--- src/hdl/dpmbx_consts.svh ---
// register offsets, field positions and reset values of the mailbox block
`ifndef DPMBX_CONSTS_SVH
`define DPMBX_CONSTS_SVH

// ****************************************************************
// register offsets, byte addresses on each side's register port
// ****************************************************************
`define DPMBX_OFS_OUT_MB    6'h00
`define DPMBX_OFS_IN_MB     6'h10
`define DPMBX_OFS_FLAGS     6'h20
`define DPMBX_OFS_IRQ_CTRL  6'h24
`define DPMBX_OFS_GEN_CTRL  6'h28

// ****************************************************************
// field positions
// ****************************************************************
`define DPMBX_BIT_LOW_EN    4
`define DPMBX_BIT_HIGH_EN   12
`define DPMBX_BIT_REQ_A     16
`define DPMBX_BIT_REQ_B     17
`define DPMBX_BIT_FLAG_RST  27
`define DPMBX_HALF_WIDTH    16

// ****************************************************************
// reset values
// ****************************************************************
`define DPMBX_RST_CFG       5'h00
`define DPMBX_RST_FLAGS     16'h0000
`define DPMBX_RST_BYTE      8'h00
`define DPMBX_RST_WORD      32'h00000000

`endif

--- src/hdl/dpmbx_pkg.sv ---
// types shared by the mailbox block files
`default_nettype none

package dpmbx_pkg;
  typedef logic [5:0]  dpmbx_addr_t;
  typedef logic [31:0] dpmbx_word_t;
  typedef logic [15:0] dpmbx_flags_t;
  typedef logic [4:0]  dpmbx_cfg_t;
  typedef logic [3:0]  dpmbx_be_t;

  // register region hit by an access
  typedef enum logic [5:0] {
    DPMBX_REG_NONE  = 6'b000001,
    DPMBX_REG_OUTB  = 6'b000010,
    DPMBX_REG_INB   = 6'b000100,
    DPMBX_REG_FLAGS = 6'b001000,
    DPMBX_REG_IRQ   = 6'b010000,
    DPMBX_REG_GEN   = 6'b100000
  } dpmbx_region_t;
endpackage : dpmbx_pkg

`default_nettype wire

--- src/hdl/dpmbx_port.sv ---
// register port decode and read-back of one side of the mailbox block
`default_nettype none
`include "dpmbx_consts.svh"

module dpmbx_port
(
  // clock and reset
  input  wire logic                 sys_clk,
  input  wire logic                 rst_n,
  // register access
  input  wire logic                 cs,
  input  wire logic                 we,
  input  wire dpmbx_pkg::dpmbx_addr_t addr,
  input  wire dpmbx_pkg::dpmbx_be_t   be,
  output var  dpmbx_pkg::dpmbx_word_t rdata,
  output var  logic                 ack,
  // state to read back
  input  wire logic [127:0]         out_words,
  input  wire logic [127:0]         in_words,
  input  wire dpmbx_pkg::dpmbx_word_t flags,
  input  wire dpmbx_pkg::dpmbx_word_t irq_word,
  // access pulses to the core
  output var  dpmbx_pkg::dpmbx_flags_t out_wr,
  output var  dpmbx_pkg::dpmbx_flags_t in_rd,
  output var  logic                 irq_wr,
  output var  logic                 gen_wr
);
  import dpmbx_pkg::*;

  dpmbx_region_t region;
  dpmbx_word_t   next_rdata;
  logic [3:0]    lane_shift;

  // ****************************************************************
  // address decode
  // ****************************************************************
  always_comb
  begin
    region = DPMBX_REG_NONE;
    if (addr[5:4] == 2'(`DPMBX_OFS_OUT_MB >> 4))
      region = DPMBX_REG_OUTB;
    else if (addr[5:4] == 2'(`DPMBX_OFS_IN_MB >> 4))
      region = DPMBX_REG_INB;
    else if (addr == `DPMBX_OFS_FLAGS)
      region = DPMBX_REG_FLAGS;
    else if (addr == `DPMBX_OFS_IRQ_CTRL)
      region = DPMBX_REG_IRQ;
    else if (addr == `DPMBX_OFS_GEN_CTRL)
      region = DPMBX_REG_GEN;
  end

  assign lane_shift = {addr[3:2], 2'b00};

  // byte strobes: index is mailbox times four plus byte
  always_comb
  begin
    out_wr = '0;
    in_rd  = '0;
    irq_wr = 1'b0;
    gen_wr = 1'b0;
    if (cs && we && region == DPMBX_REG_OUTB)
      out_wr = {12'h000, be} << lane_shift;
    if (cs && !we && region == DPMBX_REG_INB)
      in_rd = {12'h000, be} << lane_shift;
    // flag and incoming regions take no write
    if (cs && we && region == DPMBX_REG_IRQ)
      irq_wr = 1'b1;
    if (cs && we && region == DPMBX_REG_GEN)
      gen_wr = 1'b1;
  end

  // ****************************************************************
  // read-back, unmapped and write-only reads give zero
  // ****************************************************************
  always_comb
  begin
    case (region)
      DPMBX_REG_OUTB:  next_rdata = out_words[{addr[3:2], 5'b00000} +: 32];
      DPMBX_REG_INB:   next_rdata = in_words[{addr[3:2], 5'b00000} +: 32];
      DPMBX_REG_FLAGS: next_rdata = flags;
      DPMBX_REG_IRQ:   next_rdata = irq_word;
      default:         next_rdata = `DPMBX_RST_WORD;
    endcase
  end

  always_ff @(posedge sys_clk or negedge rst_n)
  begin
    if (!rst_n)
    begin
      rdata <= `DPMBX_RST_WORD;
      ack   <= 1'b0;
    end
    else
    begin
      ack <= cs;
      if (cs && !we)
        rdata <= next_rdata;
    end
  end
endmodule : dpmbx_port

`default_nettype wire

--- src/hdl/dpmbx_top.sv ---
// dual-port mailbox core with status flags and mailbox interrupts
`default_nettype none
`include "dpmbx_consts.svh"

module dpmbx_top
(
  // clock and reset
  input  wire logic                   sys_clk,
  input  wire logic                   rst_n,
  // pci side register port
  input  wire logic                   pci_cs,
  input  wire logic                   pci_we,
  input  wire dpmbx_pkg::dpmbx_addr_t pci_addr,
  input  wire dpmbx_pkg::dpmbx_be_t   pci_be,
  input  wire dpmbx_pkg::dpmbx_word_t pci_wdata,
  output var  dpmbx_pkg::dpmbx_word_t pci_rdata,
  output var  logic                   pci_ack,
  // pci interrupt line
  output var  logic                   pci_int_n,
  // local side register port
  input  wire logic                   loc_cs,
  input  wire logic                   loc_we,
  input  wire dpmbx_pkg::dpmbx_addr_t loc_addr,
  input  wire dpmbx_pkg::dpmbx_be_t   loc_be,
  input  wire dpmbx_pkg::dpmbx_word_t loc_wdata,
  output var  dpmbx_pkg::dpmbx_word_t loc_rdata,
  output var  logic                   loc_ack,
  // local interrupt pin
  output var  logic                   loc_irq_n
);
  import dpmbx_pkg::*;

  // ****************************************************************
  // storage and state
  // ****************************************************************
  // pci outgoing mailboxes, seen by the local side as incoming
  logic [7:0]    p2l_mb [16];
  // local outgoing mailboxes, seen by the pci side as incoming
  logic [7:0]    l2p_mb [16];
  dpmbx_flags_t  p2l_full;
  dpmbx_flags_t  l2p_full;

  dpmbx_cfg_t    pci_ob_cfg;
  dpmbx_cfg_t    pci_ib_cfg;
  dpmbx_cfg_t    loc_ib_cfg;
  dpmbx_cfg_t    loc_ob_cfg;
  logic          pci_req_ob;
  logic          pci_req_ib;
  logic          loc_req_ib;
  logic          loc_req_ob;

  // ****************************************************************
  // access pulses and read-back words
  // ****************************************************************
  dpmbx_flags_t  pci_out_wr;
  dpmbx_flags_t  pci_in_rd;
  logic          pci_irq_wr;
  logic          pci_gen_wr;
  dpmbx_flags_t  loc_out_wr;
  dpmbx_flags_t  loc_in_rd;
  logic          loc_irq_wr;
  logic          loc_gen_wr;

  logic [127:0]  p2l_words;
  logic [127:0]  l2p_words;
  dpmbx_word_t   flags_word;
  dpmbx_word_t   pci_irq_word;
  dpmbx_word_t   loc_irq_word;

  logic          flag_rst;
  logic          pci_ob_evt;
  logic          pci_ib_evt;
  logic          loc_ib_evt;
  logic          loc_ob_evt;
  logic          pci_clr_ob;
  logic          pci_clr_ib;
  logic          loc_clr_ib;
  logic          loc_clr_ob;

  // ****************************************************************
  // register ports
  // ****************************************************************
  // both ports run on sys_clk, so no synchronisers sit here
  dpmbx_port u_pci_port
  (
    .sys_clk   (sys_clk),
    .rst_n     (rst_n),
    .cs        (pci_cs),
    .we        (pci_we),
    .addr      (pci_addr),
    .be        (pci_be),
    .rdata     (pci_rdata),
    .ack       (pci_ack),
    .out_words (p2l_words),
    .in_words  (l2p_words),
    .flags     (flags_word),
    .irq_word  (pci_irq_word),
    .out_wr    (pci_out_wr),
    .in_rd     (pci_in_rd),
    .irq_wr    (pci_irq_wr),
    .gen_wr    (pci_gen_wr)
  );

  dpmbx_port u_loc_port
  (
    .sys_clk   (sys_clk),
    .rst_n     (rst_n),
    .cs        (loc_cs),
    .we        (loc_we),
    .addr      (loc_addr),
    .be        (loc_be),
    .rdata     (loc_rdata),
    .ack       (loc_ack),
    .out_words (l2p_words),
    .in_words  (p2l_words),
    .flags     (flags_word),
    .irq_word  (loc_irq_word),
    .out_wr    (loc_out_wr),
    .in_rd     (loc_in_rd),
    .irq_wr    (loc_irq_wr),
    .gen_wr    (loc_gen_wr)
  );

  // ****************************************************************
  // flag reset, write-one only, either side
  // ****************************************************************
  // a write setting a flag in the same edge still wins
  assign flag_rst =
    (pci_gen_wr && pci_be[3] && pci_wdata[`DPMBX_BIT_FLAG_RST]) ||
    (loc_gen_wr && loc_be[3] && loc_wdata[`DPMBX_BIT_FLAG_RST]);

  // ****************************************************************
  // mailbox bytes and their flags, one entry per byte
  // ****************************************************************
  generate
    for (genvar i = 0; i < 16; i++)
    begin : g_byte
      // data, a full byte is overwritten without a wait
      // a read of an empty byte returns the old data
      always_ff @(posedge sys_clk or negedge rst_n)
      begin
        if (!rst_n)
        begin
          p2l_mb[i] <= `DPMBX_RST_BYTE;
          l2p_mb[i] <= `DPMBX_RST_BYTE;
        end
        else
        begin
          if (pci_out_wr[i])
            p2l_mb[i] <= pci_wdata[8*(i%4) +: 8];
          if (loc_out_wr[i])
            l2p_mb[i] <= loc_wdata[8*(i%4) +: 8];
        end
      end

      // flags: a write sets, a read or a flag reset clears; set wins
      always_ff @(posedge sys_clk or negedge rst_n)
      begin
        if (!rst_n)
        begin
          p2l_full[i] <= 1'b0;
          l2p_full[i] <= 1'b0;
        end
        else
        begin
          if (pci_out_wr[i])
            p2l_full[i] <= 1'b1;
          else if (loc_in_rd[i] || flag_rst)
            p2l_full[i] <= 1'b0;
          if (loc_out_wr[i])
            l2p_full[i] <= 1'b1;
          else if (pci_in_rd[i] || flag_rst)
            l2p_full[i] <= 1'b0;
        end
      end

      assign p2l_words[8*i +: 8] = p2l_mb[i];
      assign l2p_words[8*i +: 8] = l2p_mb[i];
    end
  endgenerate

  // one flag word serves both sides: upper half local outgoing,
  // lower half pci outgoing
  assign flags_word = {l2p_full, p2l_full};

  // ****************************************************************
  // interrupt configuration, both halves in one write
  // ****************************************************************
  // byte lane 0 carries the low half, lane 1 the high half
  always_ff @(posedge sys_clk or negedge rst_n)
  begin
    if (!rst_n)
    begin
      pci_ob_cfg <= `DPMBX_RST_CFG;
      pci_ib_cfg <= `DPMBX_RST_CFG;
    end
    else if (pci_irq_wr)
    begin
      if (pci_be[0])
        pci_ob_cfg <= pci_wdata[`DPMBX_BIT_LOW_EN:0];
      if (pci_be[1])
        pci_ib_cfg <= pci_wdata[`DPMBX_BIT_HIGH_EN:8];
    end
  end

  always_ff @(posedge sys_clk or negedge rst_n)
  begin
    if (!rst_n)
    begin
      loc_ib_cfg <= `DPMBX_RST_CFG;
      loc_ob_cfg <= `DPMBX_RST_CFG;
    end
    else if (loc_irq_wr)
    begin
      if (loc_be[0])
        loc_ib_cfg <= loc_wdata[`DPMBX_BIT_LOW_EN:0];
      if (loc_be[1])
        loc_ob_cfg <= loc_wdata[`DPMBX_BIT_HIGH_EN:8];
    end
  end

  // ****************************************************************
  // interrupt events on the selected byte
  // ****************************************************************
  // outgoing events come from the far side's read, whose flag clears
  // in the same edge; any read of the selected byte counts, full or not
  assign pci_ob_evt = pci_ob_cfg[4] &&
                      loc_in_rd[pci_ob_cfg[3:0]];
  assign pci_ib_evt = pci_ib_cfg[4] &&
                      loc_out_wr[pci_ib_cfg[3:0]];
  assign loc_ob_evt = loc_ob_cfg[4] &&
                      pci_in_rd[loc_ob_cfg[3:0]];
  assign loc_ib_evt = loc_ib_cfg[4] &&
                      pci_out_wr[loc_ib_cfg[3:0]];

  // write-one clears of the request bits
  // both request bits live in byte lane 2
  assign pci_clr_ob = pci_irq_wr && pci_be[2] &&
                      pci_wdata[`DPMBX_BIT_REQ_A];
  assign pci_clr_ib = pci_irq_wr && pci_be[2] &&
                      pci_wdata[`DPMBX_BIT_REQ_B];
  assign loc_clr_ib = loc_irq_wr && loc_be[2] &&
                      loc_wdata[`DPMBX_BIT_REQ_A];
  assign loc_clr_ob = loc_irq_wr && loc_be[2] &&
                      loc_wdata[`DPMBX_BIT_REQ_B];

  // ****************************************************************
  // sticky requests, an event beats a clear in the same cycle
  // ****************************************************************
  always_ff @(posedge sys_clk or negedge rst_n)
  begin
    if (!rst_n)
    begin
      pci_req_ob <= 1'b0;
      pci_req_ib <= 1'b0;
    end
    else
    begin
      if (pci_ob_evt)
        pci_req_ob <= 1'b1;
      else if (pci_clr_ob)
        pci_req_ob <= 1'b0;
      if (pci_ib_evt)
        pci_req_ib <= 1'b1;
      else if (pci_clr_ib)
        pci_req_ib <= 1'b0;
    end
  end

  always_ff @(posedge sys_clk or negedge rst_n)
  begin
    if (!rst_n)
    begin
      loc_req_ib <= 1'b0;
      loc_req_ob <= 1'b0;
    end
    else
    begin
      if (loc_ib_evt)
        loc_req_ib <= 1'b1;
      else if (loc_clr_ib)
        loc_req_ib <= 1'b0;
      if (loc_ob_evt)
        loc_req_ob <= 1'b1;
      else if (loc_clr_ob)
        loc_req_ob <= 1'b0;
    end
  end

  // ****************************************************************
  // interrupt outputs, active low, one edge behind the requests
  // ****************************************************************
  // registered so both pins come straight from flip-flops
  always_ff @(posedge sys_clk or negedge rst_n)
  begin
    if (!rst_n)
    begin
      pci_int_n <= 1'b1;
      loc_irq_n <= 1'b1;
    end
    else
    begin
      pci_int_n <= !(pci_req_ob || pci_req_ib);
      loc_irq_n <= !(loc_req_ib || loc_req_ob);
    end
  end

  // ****************************************************************
  // control words as read back
  // ****************************************************************
  // unused bits read as zero
  assign pci_irq_word = {14'h0000, pci_req_ib, pci_req_ob,
                         3'h0, pci_ib_cfg, 3'h0, pci_ob_cfg};
  assign loc_irq_word = {14'h0000, loc_req_ob, loc_req_ib,
                         3'h0, loc_ob_cfg, 3'h0, loc_ib_cfg};

endmodule : dpmbx_top

`default_nettype wire

--- config.mk ---
export PLATFORM = sky130hd
export DESIGN_NAME = dpmbx_top
export DESIGN_NICKNAME = d
export VERILOG_FILES = /design/src/hdl/dpmbx_pkg.sv /design/src/hdl/dpmbx_port.sv /design/src/hdl/dpmbx_top.sv
export VERILOG_INCLUDE_DIRS = /design/src /design/src/hdl
export SDC_FILE = /design/constraint.sdc
export NUM_CORES = 1
export LEC_CHECK = 0
export CAP_MARGIN = 25
export CORE_MARGIN = 2
export CORE_UTILIZATION = 40
export DETAILED_ROUTE_END_ITERATION = 16
export DONT_BUFFER_PORTS = 1
export PLACE_DENSITY = 0.58
export SYNTH_ARGS = -nofsm -noshare
export SYNTH_HDL_FRONTEND = slang
export SYNTH_HIERARCHICAL = 1
export SYNTH_SLANG_ARGS = --single-unit
--- constraint.sdc ---
create_clock -name sys_clk -period 2.4 [get_ports sys_clk]
set_clock_uncertainty 0.2 [all_clocks]
set_input_delay 0.24 -clock sys_clk [delete_from_list [all_inputs] [get_ports sys_clk]]
set_output_delay 0.24 -clock sys_clk [all_outputs]
set_load 0.01 [all_outputs]
==> summary.md <==
| Metric | Value |
|---|---|
| Crit path max-delay cell type | `dlygate4sd3_1` |
| Post-CTS setup buffer count | `0` |
| Hold-fix buffers, CTS | `106` |
| Met2 WL | `35.5 mm` |
| CTS max path bufs | `3` |
| Seq/Total Area, Yosys | `0.477` |
| Synth Cell Area | `0.0199 mm2` |
| Final Cell Area | `between 0.02 and 0.025 mm2` |
| Num CTS Buffers | `between 40 and 50` |
| DR DRC count | `0` |
| Average size of a mapped cell | `10.5 um2` |
| Post-synth top area cell | `dfrtp_1` |
| Via count | `17000` |
| RSZ-0062 raised after global routing | `no` |
| DP Area | `0.0211 mm2` |
| Critical path buffer and inverter count | `2` |
| Final Hold Violating Endpoints | `380` |
| Hpwl dp | `roughly 50 mm` |
| Die width | `227 um` |
| Path type of the worst min-delay path | `input port to async pin` |
| Core Region | `about 0.05 mm2` |
| Crit path max fanout | `32` |
| Final nets | `~2100` |
| CTS tree | `built` |
| Area share of the largest cell type after synthesis | `0.474` |
| CP arrival | `2.61 ns` |
| Share of cells above drive strength 1 | `0.251` |
| #FFs+latches synth | `380` |
| First-pass GRT wire length | `115 mm` |
| Worst R2R Path Depth | `6` |
| WL met1 | `31.4 mm` |
| Initial Util | `0.406` |
| Count leader, synth | `dfrtp_1` |
| Top area cells in the synthesized netlist | `dfrtp_1 47%, mux2_2 16%, nand2_1 6.3%, mux2i_1 6.2%, nand3_1 3.4%` |
| IO Pins | `158` |
| Top post-synthesis cells by count | `378 x dfrtp_1, 334 x nand2_1, 276 x mux2_2` |
| Final setup violation count | `0` |
| FF-to-FF End | `u_pci_port/rdata[3]` |
| Initial antenna violation count | `4` |
| Die span in y | `227 um` |
| Crit path required time | `2.66 ns` |
| Critical path startpoint category | `input port` |
| Met3 wire length | `7.01 mm` |
| Critical path class | `input port to flip-flop` |
| Final Cycle Share | `0.976` |
| GRT Overall Usage | `0.303` |
| Clock transition at the registers of the reported paths | `0.06 ns` |
| Total gr overflow | `0` |
| Leak | `10.4 nW` |
| GPL Wtd Cong | `0.934` |
| H-tree depth | `2` |
| Yosys cell types | `45` |
| Clock Tree Root | `clkbuf_16` |
| Status | `finished with violations` |
| Yosys warns | `6` |
| # clock sinks | `between 300 and 400` |
| Tot Pwr | `17.5 mW` |
| Slew Limit Fails | `0` |
| Wirelength per Cell | `roughly 28 um` |
| FP Rows | `81` |
| Largest delay share family, worst path | `buffers and inverters` |
| Pwr/cell area | `735 mW/mm2` |
| Port Buffers | `0` |
| CP peak stage delay | `0.61 ns` |
| Worst path most repeated cell | `dlygate4sd3_1` |
| CP cell instances | `nor2b_4 -> dlygate4sd3_1 -> nand3_1 -> dlygate4sd3_1 -> nor2_1 -> mux4_2 -> mux2i_1 -> o221ai_1` |
| Min cycle time layout | `2.34 ns` |
| Synth async-reset ratio | `1.00` |
| Worst hold slack | `-0.806 ns` |
| Starting DRC count in detailed routing | `1942` |
| Final core occ | `0.486` |
| Pre-antenna DRT Iters | `8` |
| Total Wirelength | `78.0 mm` |
| Setup_tns | `0 ns` |
| Slew margin rel. | `0.258` |
| Skew-Pair Late Insertion Delay | `0.59 ns` |
| Post-Synthesis Cells | `1895` |
| Largest net degree at the start of global routing | `roughly 380` |
| Die area | `0.0516 mm2` |
| Reg2reg start | `pci_ob_cfg[3]` |
| Layout area overhead | `19.5%` |
| Failing checks | `negative hold slack` |
| Number of synthesized flops with an enable pin | `0` |
| Post-DRT Antenna Nets | `0` |
| Worst vdd ir | `0.593 mV` |
| Via density | `6.19` |
| Number of global-route vias before repair | `17000` |
| DR top layer | `met5` |
| Critical path capture point type | `flip-flop` |
| FILL cells | `4536` |
| Max-Cap Viols | `0` |
| Max frequency | `427 MHz` |
| Worst R2R Setup Slack | `between 0.1 and 0.15 ns` |
| Worst-Margin Slew | `around 1.1 ns` |
| Top FF cell, synth | `dfrtp_1` |
[cell families after synthesis]
family                 after synthesis  share of synthesized area
DFF                                380                      0.477
and+or+nand+nor                    611                      0.132
buffers and inverters              190                     0.0442
other                                1                   0.000188
muxes                              412                      0.232
AOI/OAI and AO/OA                  301                      0.115
[sequential cells by signal, indices dropped and copies added, names as in the netlist, 5 cells and up]
signal	cells
loc_ib_cfg	5
pci_ib_cfg	5
u_pci_port/rdata	32
loc_ob_cfg	5
pci_ob_cfg	5
p2l_mb	128
l2p_mb	128
u_loc_port/rdata	32
flags_word	32
[placed cells by master (no fill, tap or decap), drive strengths merged, types with 3 or more instances in the layout]
cell type / synthesis / routed
nand2: 334 / 334
o2111ai: 18 / 18
a41o: 4 / 4
mux4: 12 / 12
a211oi: 18 / 18
nor2: 77 / 77
clkbuf: 64 / 65
bufinv: 0 / 5
nand4b: 3 / 3
clkinv: 0 / 9
nand3: 137 / 137
and3: 5 / 5
mux2: 277 / 277
a31o: 32 / 32
dlygate4sd3: 0 / 103
a32oi: 44 / 44
o22ai: 4 / 4
o21ai: 54 / 54
a22oi: 44 / 44
conb: 1 / 40
o211ai: 14 / 14
inv: 35 / 37
a31oi: 16 / 16
buf: 91 / 109
nor2b: 26 / 26
dfrtp: 378 / 378
mux2i: 123 / 123
nor3: 8 / 8
nand2b: 11 / 11
o221ai: 3 / 3
a221oi: 44 / 44
[how the worst max path moves through the flow]
stage	endpoint	startpoint	cells past startpoint
6_report	loc_req_ob	pci_addr[4]	8
4_1_cts	loc_req_ob	pci_we	8
3_5_place_dp	pci_req_ob	loc_cs	6
3_3_place_gp	loc_ob_cfg[2]	loc_addr[4]	5
5_1_grt	u_pci_port/rdata[3]	pci_cs	8
2_1_floorplan	pci_req_ib	loc_addr[4]	10
[where the power goes]
part | total (mW) | leakage [nW] | internal, mW | switching, mW
Clock | 7.21 | 0.762 | 4.35 | 2.86
Sequential | 8.03 | 5.04 | 7.24 | 0.793
Combinational | 2.28 | 4.56 | 1.15 | 1.12
Total | 17.5 | 10.4 | 12.7 | 4.78
[stage by stage]
step	instances	setup WS, ns
CTS	2735	0.0181
global placement	2546	0.180
finish	2740	0.0568
detailed placement	2546	0.139
floorplan	1934	0.000173
global route	2740	0.0169
[repair_timing]
action | 4_1_cts | 5_1_grt
gates resized for setup | 0 | 1
setup endpoints to repair | 0 | 1
endpoints found under the hold margin | 739 | 380
[layer usage]
layer,vias up,track usage
met3,235,0.0598
li1,7152,-
met1,8556,0.400
met5,-,0
met2,1011,0.475
met4,4,0.154
[area by class of cell]
cell class	count	area [um2]	area share
Tap cell	664	831	0.0349
Clock buffer	65	1310	0.0551
Antenna cell	2	5.00	0.000210
Sequential cell	380	9510	0.399
Inverter	35	131	0.00551
Multi-Input combinational cell	1364	9770	0.410
Clock inverter	18	239	0.0100
Timing Repair Buffer	212	2030	0.0854
Note: power is estimated with default switching activity, not from simulation.
